<file path="config.mk">
export PLATFORM = sky130hd
export DESIGN_NAME = pct_config_tail
export DESIGN_NICKNAME = d
export VERILOG_FILES = /design/src/hw/pct_pkg.sv /design/src/hw/pct_byte_reg.sv /design/src/hw/pct_config_tail.sv
export SDC_FILE = /design/constraint.sdc
export NUM_CORES = 1
export LEC_CHECK = 0
export CAP_MARGIN = 20
export CORE_ASPECT_RATIO = 0.5
export CORE_MARGIN = 1.5
export CORE_UTILIZATION = 62
export CTS_CLUSTER_SIZE = 8
export DETAILED_ROUTE_END_ITERATION = 7
export DONT_BUFFER_PORTS = 1
export PLACE_DENSITY = 0.75
export SLEW_MARGIN = 20
export SYNTH_ARGS = -nofsm -noshare
export SYNTH_HDL_FRONTEND = slang
export SYNTH_HIERARCHICAL = 1
export SYNTH_SLANG_ARGS = --single-unit
</file>
<file path="constraint.sdc">
create_clock -name mclk -period 1.6 [get_ports mclk]
set_clock_uncertainty 0.15 [all_clocks]
set_input_delay 0.16 -clock mclk [delete_from_list [all_inputs] [get_ports mclk]]
set_output_delay 0.16 -clock mclk [all_outputs]
set_load 0.02 [all_outputs]
</file>
<file path="src/hw/pct_pkg.sv">
// Purpose: constants for the configuration header tail and power capability
// Assumes: configuration space of 256 bytes, dword accesses with byte enables
// Notes:   implementation-specific codes are plain defaults, change per product
`default_nettype none

package pct_pkg;

   // ***************************************************************
   // offsets in configuration space
   // ***************************************************************
   localparam logic [7:0] ROM_BASE_OFFSET     = 8'h30;
   localparam logic [7:0] CAPABILITY_HEAD_OFF = 8'h34;
   localparam logic [7:0] RESERVED_OFFSET     = 8'h38;
   localparam logic [7:0] INTERRUPT_OFFSET    = 8'h3C;
   localparam logic [7:0] MIN_GRANT_OFFSET    = 8'h3E;
   localparam logic [7:0] MAX_LATENCY_OFFSET  = 8'h3F;
   localparam logic [7:0] POWER_CAPABILITY_BASE = 8'h80;

   // ***************************************************************
   // reset and fixed values
   // ***************************************************************
   localparam logic [31:0] ROM_BASE_RESET     = 32'h0000_0000;
   localparam logic [7:0]  IRQ_LINE_RESET     = 8'h00;
   localparam logic [7:0]  IRQ_PIN_SELECT     = 8'h01;
   localparam logic [7:0]  MIN_GRANT_VALUE    = 8'h00;
   localparam logic [7:0]  MAX_LATENCY_TIME   = 8'h00;
   localparam logic [7:0]  CAPABILITY_IDENTIFIER = 8'h01;
   // end of list; set to the following capability when one is fitted
   localparam logic [7:0]  NEXT_CAPABILITY    = 8'h00;

   // ***************************************************************
   // power capability features word
   // ***************************************************************
   localparam logic [4:0] WAKE_STATE_SUPPORT_MASK = 5'h18;
   localparam logic       STATE_TWO_SUPPORT    = 1'b0;
   localparam logic       STATE_ONE_SUPPORT    = 1'b0;
   localparam logic [2:0] AUX_CURRENT_CODE     = 3'h0;
   localparam logic       DEVICE_INIT_NEEDED   = 1'b0;
   localparam logic       FEATURE_RESERVED     = 1'b0;
   localparam logic       WAKE_NEEDS_BUS_CLOCK = 1'b0;
   localparam logic [2:0] POWER_SPEC_VERSION   = 3'h2;
   localparam logic [15:0] POWER_FEATURES = {WAKE_STATE_SUPPORT_MASK,
      STATE_TWO_SUPPORT, STATE_ONE_SUPPORT, AUX_CURRENT_CODE, DEVICE_INIT_NEEDED,
      FEATURE_RESERVED, WAKE_NEEDS_BUS_CLOCK, POWER_SPEC_VERSION};

   // field positions inside the power capability dword
   localparam int WAKE_COLD_BIT   = 31;
   localparam int WAKE_HOT_BIT    = 30;
   localparam int WAKE_TWO_BIT    = 29;
   localparam int WAKE_ONE_BIT    = 28;
   localparam int WAKE_ZERO_BIT   = 27;
   localparam int STATE_TWO_BIT   = 26;
   localparam int STATE_ONE_BIT   = 25;
   localparam int BUS_CLOCK_BIT   = 19;

   // ***************************************************************
   // power state field encoding
   // ***************************************************************
   typedef enum logic [1:0] {
      PCT_D0     = 2'h0,
      PCT_D1     = 2'h1,
      PCT_D2     = 2'h2,
      PCT_D3_HOT = 2'h3
   } pct_power_state_t;

endpackage

`default_nettype wire

</file>
<file path="src/hw/pct_byte_reg.sv">
// Purpose: one software-written configuration byte with its own write strobe
// Assumes: write strobe already qualified by decode and byte enable
// Notes:   holds its value while the clock enable is low
`default_nettype none

module pct_byte_reg
   import pct_pkg::*;
#(
   parameter logic [7:0] RESET_VALUE = 8'h00
)
(
   input  wire logic       mclk,
   input  wire logic       rst,
   input  wire logic       clkEn,
   input  wire logic       writeEn,
   input  wire logic [7:0] writeData,
   output logic      [7:0] value
);

   always_ff @(posedge mclk or posedge rst)
   begin
      if (rst)
      begin
         value <= RESET_VALUE;
      end
      else if (clkEn && writeEn)
      begin
         value <= writeData;
      end
   end

endmodule

`default_nettype wire

</file>
<file path="src/hw/pct_config_tail.sv">
// Purpose: configuration header tail 30h..3Fh and power capability words
// Assumes: host bridge logic on mclk, one request per cycle, dword aligned
// Notes:   the control/status dword after the capability is served elsewhere
//
// Contract
// - 32-bit read-write rom base at 30h
// - byte at 34h points to power capability
// - line vector read-write, resets zero, no action
// - interrupt pin byte reads 01h, read-only
// - minimum grant byte at 3Eh, read-only
// - maximum latency byte at 3Fh, read-only
// - capability identifier byte reads 01h
// - next capability byte, end of list
// - wake from cold D3 bit reads one
// - wake from D0 bit reads zero
// - wake from D1, D2 bits read zero
// - D1 and D2 support bits read zero
// - bus clock needed bit reads zero
// - version field shows revision 1.1 or later
// - aux current code fixed, read-only
// - device init bit fixed, read-only
// - hot D3 blocks memory space and interrupts
`default_nettype none

module pct_config_tail
   import pct_pkg::*;
(
   input  wire logic        mclk,
   input  wire logic        rst,
   input  wire logic        clkEn,
   input  wire logic        cfgRead,
   input  wire logic        cfgWrite,
   input  wire logic [7:0]  cfgAddr,
   input  wire logic [3:0]  cfgByteEn,
   input  wire logic [31:0] cfgWriteData,
   input  wire logic [1:0]  powerStateField,
   output logic      [31:0] cfgReadData,
   output logic             cfgReadValid,
   output logic             cfgWriteDone,
   output logic             cfgClaim,
   output logic      [31:0] romBaseValue,
   output logic      [7:0]  irqLineVector,
   output logic             memSpaceBlocked,
   output logic             irqBlocked
);

   // ***************************************************************
   // decode
   // ***************************************************************
   logic [5:0]  dwordIndex;
   logic        takeRead;
   logic        takeWrite;
   logic        romHit;
   logic        headHit;
   logic        reservedHit;
   logic        intHit;
   logic        powerHit;
   logic        inRange;
   logic [31:0] readWord;
   logic [31:0] laneMask;

   assign dwordIndex = cfgAddr[7:2];
   assign takeRead   = clkEn && cfgRead;
   assign takeWrite  = clkEn && cfgWrite;
   // byte enables spread to bits, read only by the lane check
   assign laneMask   = {{8{cfgByteEn[3]}}, {8{cfgByteEn[2]}},
                        {8{cfgByteEn[1]}}, {8{cfgByteEn[0]}}};

   always_comb
   begin
      romHit      = 1'b0;
      headHit     = 1'b0;
      reservedHit = 1'b0;
      intHit      = 1'b0;
      powerHit    = 1'b0;
      if (dwordIndex == ROM_BASE_OFFSET[7:2])
      begin
         romHit = 1'b1;
      end
      else if (dwordIndex == CAPABILITY_HEAD_OFF[7:2])
      begin
         headHit = 1'b1;
      end
      else if (dwordIndex == RESERVED_OFFSET[7:2])
      begin
         reservedHit = 1'b1;
      end
      else if (dwordIndex == INTERRUPT_OFFSET[7:2])
      begin
         intHit = 1'b1;
      end
      else if (dwordIndex == POWER_CAPABILITY_BASE[7:2])
      begin
         powerHit = 1'b1;
      end
   end

   assign inRange = romHit || headHit || reservedHit || intHit || powerHit;

   // ***************************************************************
   // writable bytes
   // ***************************************************************
   // rom base byte lanes
   genvar lane;
   generate
      for (lane = 0; lane < 4; lane++)
      begin : g_rom
         pct_byte_reg #(
            .RESET_VALUE (ROM_BASE_RESET[lane*8 +: 8])
         ) u_rom (
            .mclk      (mclk),
            .rst       (rst),
            .clkEn     (clkEn),
            .writeEn   (cfgWrite && romHit && cfgByteEn[lane]),
            .writeData (cfgWriteData[lane*8 +: 8]),
            .value     (romBaseValue[lane*8 +: 8])
         );
      end
   endgenerate

   pct_byte_reg #(
      .RESET_VALUE (IRQ_LINE_RESET)
   ) u_line (
      .mclk      (mclk),
      .rst       (rst),
      .clkEn     (clkEn),
      .writeEn   (cfgWrite && intHit && cfgByteEn[0]),
      .writeData (cfgWriteData[7:0]),
      .value     (irqLineVector)
   );

   // ***************************************************************
   // read data
   // ***************************************************************
   // fixed bytes are constants, so writes to them have nowhere to land
   always_comb
   begin
      readWord = 32'h0000_0000;
      if (romHit)
      begin
         readWord = romBaseValue;
      end
      else if (headHit)
      begin
         readWord = {24'h00_0000, POWER_CAPABILITY_BASE};
      end
      else if (intHit)
      begin
         // pin select beside the line vector
         readWord = {MAX_LATENCY_TIME, MIN_GRANT_VALUE, IRQ_PIN_SELECT, irqLineVector};
      end
      else if (powerHit)
      begin
         readWord = {POWER_FEATURES, NEXT_CAPABILITY, CAPABILITY_IDENTIFIER};
      end
   end

   // ***************************************************************
   // answers
   // ***************************************************************
   // configuration answers regardless of power state
   always_ff @(posedge mclk or posedge rst)
   begin
      if (rst)
      begin
         cfgReadData  <= 32'h0000_0000;
         cfgReadValid <= 1'b0;
      end
      else if (clkEn)
      begin
         cfgReadValid <= cfgRead && inRange;
         if (cfgRead && inRange)
         begin
            cfgReadData <= readWord;
         end
      end
   end

   always_ff @(posedge mclk or posedge rst)
   begin
      if (rst)
      begin
         cfgWriteDone <= 1'b0;
         cfgClaim     <= 1'b0;
      end
      else if (clkEn)
      begin
         cfgWriteDone <= cfgWrite && inRange;
         cfgClaim     <= (cfgRead || cfgWrite) && inRange;
      end
   end

   // ***************************************************************
   // power state effects
   // ***************************************************************
   // D1 and D2 are decoded as D0: the host must never select them
   always_ff @(posedge mclk or posedge rst)
   begin
      if (rst)
      begin
         memSpaceBlocked <= 1'b0;
         irqBlocked      <= 1'b0;
      end
      else if (clkEn)
      begin
         memSpaceBlocked <= (powerStateField == PCT_D3_HOT);
         irqBlocked      <= (powerStateField == PCT_D3_HOT);
      end
   end
endmodule

`default_nettype wire

</file>
== Yosys cells after proc, flatten, opt, wreduce, memory -nomap -nowiden ==
Cells that the tools add are included.
Storage, ports and cells
  register bits after elaboration: 76
  output and inout port bits: 77
Operators by class
  reduce and logical (&&, ||, !) cells: 21
  mux-type cells: 19
  equal/unequal tests: 6
Operator list (number)
  $mux W32: 4
  $eq A6 B4 Y1 const B: 4
  $logic_and A1 B1 Y1: 15
  $mux W1: 15
  $eq A6 B6 Y1 const B: 1
  $logic_or A1 B1 Y1: 5
  $eq A2 B2 Y1 const B: 1
  $reduce_and A2 Y1: 1

== Longest topological paths before layout ==
  depth in word-level cells: 10
  mapped depth: 6

== Cells and area by module ==
The synthesis kept the hierarchy.
Modules (own cells, without submodules)
  pct_config_tail: area each 1735.4 um^2, times used 1, cells each 161
  pct_byte_reg: area each 300.3 um^2, times used 5, cells each 18

== Worst setup path after synthesis ==
No wires, ideal clock.
  path type: in2reg
  start: in cfgAddr[6]
  end: reg g_rom[0].u_rom.value[0]
  slack: -0.149 ns
  required time: 1.325 ns
  library setup time: 0.125 ns
  buffers on the path: 1
  cell stages on the path: 6
  arrival time: 1.474 ns
  path through: nand4bb_1 nor3_2 buf_4 and3_1 nand2_2 mux2_2
On the way
  word-level cells in the longest chain between the ends: 5
RTL lines
  start: declaration: RTL line pct_config_tail.sv:33  | input wire logic [7:0] cfgAddr,
  $eq A6 B4 Y1: RTL line pct_config_tail.sv:76  | if (dwordIndex == ROM_BASE_OFFSET[7:2])
  $mux W1: RTL line pct_config_tail.sv:76
  $logic_and A1 B1 Y1 (2 in series): RTL line pct_config_tail.sv:114  | .writeEn (cfgWrite && romHit && cfgByteEn[lane]),
  $logic_and A1 B1 Y1: RTL line pct_byte_reg.sv:26  | else if (clkEn && writeEn)
  end signal: assignment: RTL line pct_byte_reg.sv:28  | value <= writeData;
  end: declaration: RTL line pct_byte_reg.sv:17  | output logic [7:0] value
No other way between the ends.
A chain may end at the register's enable or synchronous reset.

== Worst setup path after layout ==
  start: in cfgAddr[6]
  end: reg cfgReadValid
On the way
  word-level cells in the longest chain between the ends: 8
  elaborated cells on any way between the ends: 25
  classes of those cells: eq/ne: 5; mux: 15; reduce/logical: 5
RTL lines
  $eq A6 B6 Y1, or another cell as far along: RTL line pct_config_tail.sv:92  | else if (dwordIndex == POWER_CAPABILITY_BASE[7:2])
  $mux W1, on equally long branches (2 in series)
  $mux W1, or another cell as far along: RTL line pct_config_tail.sv:84  | else if (dwordIndex == RESERVED_OFFSET[7:2])
  $mux W1, or another cell as far along: RTL line pct_config_tail.sv:80  | else if (dwordIndex == CAPABILITY_HEAD_OFF[7:2])
  $mux W1 / $logic_or A1 B1 Y1 (equally long branches): RTL line pct_config_tail.sv:76, pct_config_tail.sv:98
  $logic_or A1 B1 Y1 (*): RTL line pct_config_tail.sv:98  | assign inRange = romHit || headHit || reservedHit || intHit || powerHit;
  $logic_and A1 B1 Y1 (*): RTL line pct_config_tail.sv:171  | cfgReadValid <= cfgRead && inRange;
  end signal: assignment: RTL line pct_config_tail.sv:171
  end: declaration: RTL line pct_config_tail.sv:38  | output logic cfgReadValid,
Every way passes the cells marked *; elsewhere a longest branch is shown, timed or not.

==> run metrics <==
result of the run=finished clean; initial standard-cell utilization of the core=65.0%; reported leakage power=between 0.0015 and 0.002 uW; post-synth cell types=24; Power per Cell Area=1080 nW/um2; number of buffers on the longest clock path=2; Synth Warn #=6; RSZ-0062 raised after global routing=false; depth of the worst register-to-register path=3; largest fanout of any net on the critical path=4; placed instance count=326; end point of the critical path=cfgReadValid; required time at the worst-slack endpoint=1.73 ns; slew of the pin with the lowest slew margin=0.555 ns; ANT nets after route=0; ratio of cells with drive above 1 in the final layout=between 20% and 30%; sequential element share of the synthesized area=approximately three fifths; wire length reported by the detailed router=7.16 mm; startpoint of the worst register-to-register path=cfgReadValid; Critical Path Start=cfgAddr[6]; Seq. cell area=1900 um2; Post-layout nets=359; area of the die=5690 um2; Synth Area in Simple Gates=7.38%; clock latency on the worst-skew pair=between 0.3 and 0.4 ns; top library cells by usage in the layout, fill and taps aside=sky130_fd_sc_hd__dfrtp_1 (76), sky130_fd_sc_hd__mux2_2 (42), sky130_fd_sc_hd__dlygate4sd3_1 (41), sky130_fd_sc_hd__inv_1 (34); Inserted Clock Buffers=9; total routing usage reported by global routing=26.9%; remaining global-route overflow=0; reg-to-reg setup timing slack=0.15 ns; antenna violations before repair=0; number of cells produced by synthesis=251; capture point of the worst reg-to-reg path=cfgReadValid; synthesized-area fraction occupied by adder cells=0%; Max Transition Viols Final=0; clock-pin slew reported for the worst setup and hold paths after clock tree synthesis=0.08 ns; main combinational cell family by area after synthesis=multiplexers; number of flip-flops and latches in the synthesized netlist=76; detailed-route wire length per cell=18.7 um; arrival time of the worst setup path=between 1.5 and 2 ns; compound-cell area share of the yosys netlist=3.83%; Setup CP Type=input port to flip-flop; pin count of the biggest net entering global routing=17; I/O pin total=128; final total negative setup slack=0 ns; Hold Path Class=input port to flip-flop; multi-input logic area=about 1200 um2; final count of negative-setup-slack endpoints=0; mux cell area share after synthesis=roughly 24%; met1 GRT Util=30.9%; area share of xor/xnor cells in the synthesized design=0%; CP endpoint kind=flip-flop; commonest non-fill, non-tap cell in the layout=sky130_fd_sc_hd__dfrtp_1; Post-CTS Repair Setup Buffers=0; die height=54.1 um; average vias per placed instance=5.54; busiest metal layer after global routing=met2; final hold vios=0; count of fill cells added during filler insertion=289; detailed placement HPWL=4.96 mm; fmax=0.645 GHz; crit start category=input port; count of standard-cell rows=18; Die X-Extent=roughly 110 um; wire length of the first global-routing pass=roughly 11 mm; last weighted congestion value of the routability-driven placer=0.713; Tmin final=1.55 ns; CTS tree=done; fraction of the cycle the final worst path needs=96.9%; syn_nets=302; number of H-tree levels=3; met2 usage=between 40 and 50%; summed instance area of the synthesized netlist=~3200 um2; final non-filler cell total=383; worst supply voltage drop on vdd=0.000719 V; met3 routing resource usage after global routing=11.0%; maximum capacitance violations=0; number of global-route vias before repair=~2200; Port Buf Inserts=0; mean instance size in the synthesized netlist=12.9 um2; antenna diode instance count=0; area growth from synthesis to layout=25.0%; clock tree root buffer cell=sky130_fd_sc_hd__clkbuf_8; sinks on the clock net=76; First-pass DRT Iterations=4; total vias in the final route=2122; placeable core area=~5000 um2; DRC Markers=0; remaining max-slew budget at the tightest pin=62.8%; First DRT Iteration DRCs=55
area by class of cell:
type,instances,area share [%]
Inverter,34,3.15
Timing Repair Buffer,53,12.7
Clock inverter,5,1.52
Tap cell,70,2.17
Multi-Input combinational cell,134,30.0
Sequential cell,76,47.0
Clock buffer,11,3.50
sequential cells by signal, indices dropped and copies added, names as in the netlist:
name               cells
cfgReadData           32
irqBlocked             1
cfgClaim               1
g_rom.u_rom/value     32
cfgWriteDone           1
u_line/value           8
cfgReadValid           1
metal layers:
layer / routed length (um) / vias to the layer above
met5: 0 / -
li1: - / 960
met4: 65 / 0
met2: 3700 / 77
met1: 2790 / 1077
met3: 606 / 8
report_power, final:
| group | leakage, uW | total, uW | internal (uW) | switching (uW) |
|---|---|---|---|---|
| sequential | 0.00101 | 2520 | 2120 | 408 |
| clock | 0.0000918 | 1460 | 766 | 699 |
| combinational | 0.000848 | 366 | 193 | 173 |
| total | 0.00195 | 4360 | 3080 | 1280 |
worst max-delay path: stages:
cell,delay [ns]
sky130_fd_sc_hd__dlygate4sd3_1,0.52
sky130_fd_sc_hd__or2_2,0.33
sky130_fd_sc_hd__o22ai_2,0.11
sky130_fd_sc_hd__dlygate4sd3_1,0.55
timing repair:
action,CTS,global route
endpoints found under the setup margin,0,1
endpoints found under the hold margin,121,0
hold buffers,41,0
resized for setup,0,1
synthesized netlist by cell type, drive strengths merged:
cell type   n  area (um2)
a22o        6        52.6
and3b       2        17.5
nand3       1        5.00
mux2       48         541
buf         7        63.8
nor4        1        12.5
a211oi      1        7.51
inv        34         128
mux2i      24         240
a221o       1        10.0
o21ai       2        10.0
nand4bb     1        11.3
o22ai       3        18.8
nor3        2        26.3
a21oi       5        25.0
or2         1        6.26
dfrtp      76        1900
nor2        2        7.51
nand2      29         121
and3        5        31.3
per-stage QoR:
step	hold slack [ns]	total power, uW	area, um2	utilization (%)	setup slack [ns]
floorplan	-0.174	2740	3300	-	-0.0790
global placement	-0.149	2820	3430	68.8	-0.0489
detailed placement	-0.147	2840	3430	68.8	-0.0995
CTS	0.0581	4390	4040	81.1	0.0646
global route	0.0651	4540	4050	81.3	0.0466
finish	0.0740	4360	4050	81.3	0.0503
worst min path at each step:
| stage | startpoint | end | slack (ns) | cells after the start |
|---|---|---|---|---|
| after floorplan | rst | g_rom[0].u_rom/value[0] | -0.17 | 1 |
| after global placement | rst | g_rom[1].u_rom/value[2] | -0.15 | 1 |
| after detailed placement | rst | g_rom[1].u_rom/value[5] | -0.15 | 1 |
| after CTS | cfgAddr[3] | cfgReadData[10] | 0.06 | 4 |
| after global routing | cfgAddr[2] | cfgReadData[7] | 0.07 | 3 |
| final | cfgAddr[3] | cfgReadData[12] | 0.07 | 4 |
cell families (layout without fill, tap and decap cells):
group | count (synthesis) | in the layout
buffers and inverters | 41 | 103
multiplexers | 72 | 72
flip-flops | 76 | 76
AO/OA/AOI/OAI | 18 | 18
AND/OR/NAND/NOR | 44 | 44
No activity file was read; power rests on OpenSTA's default activity.
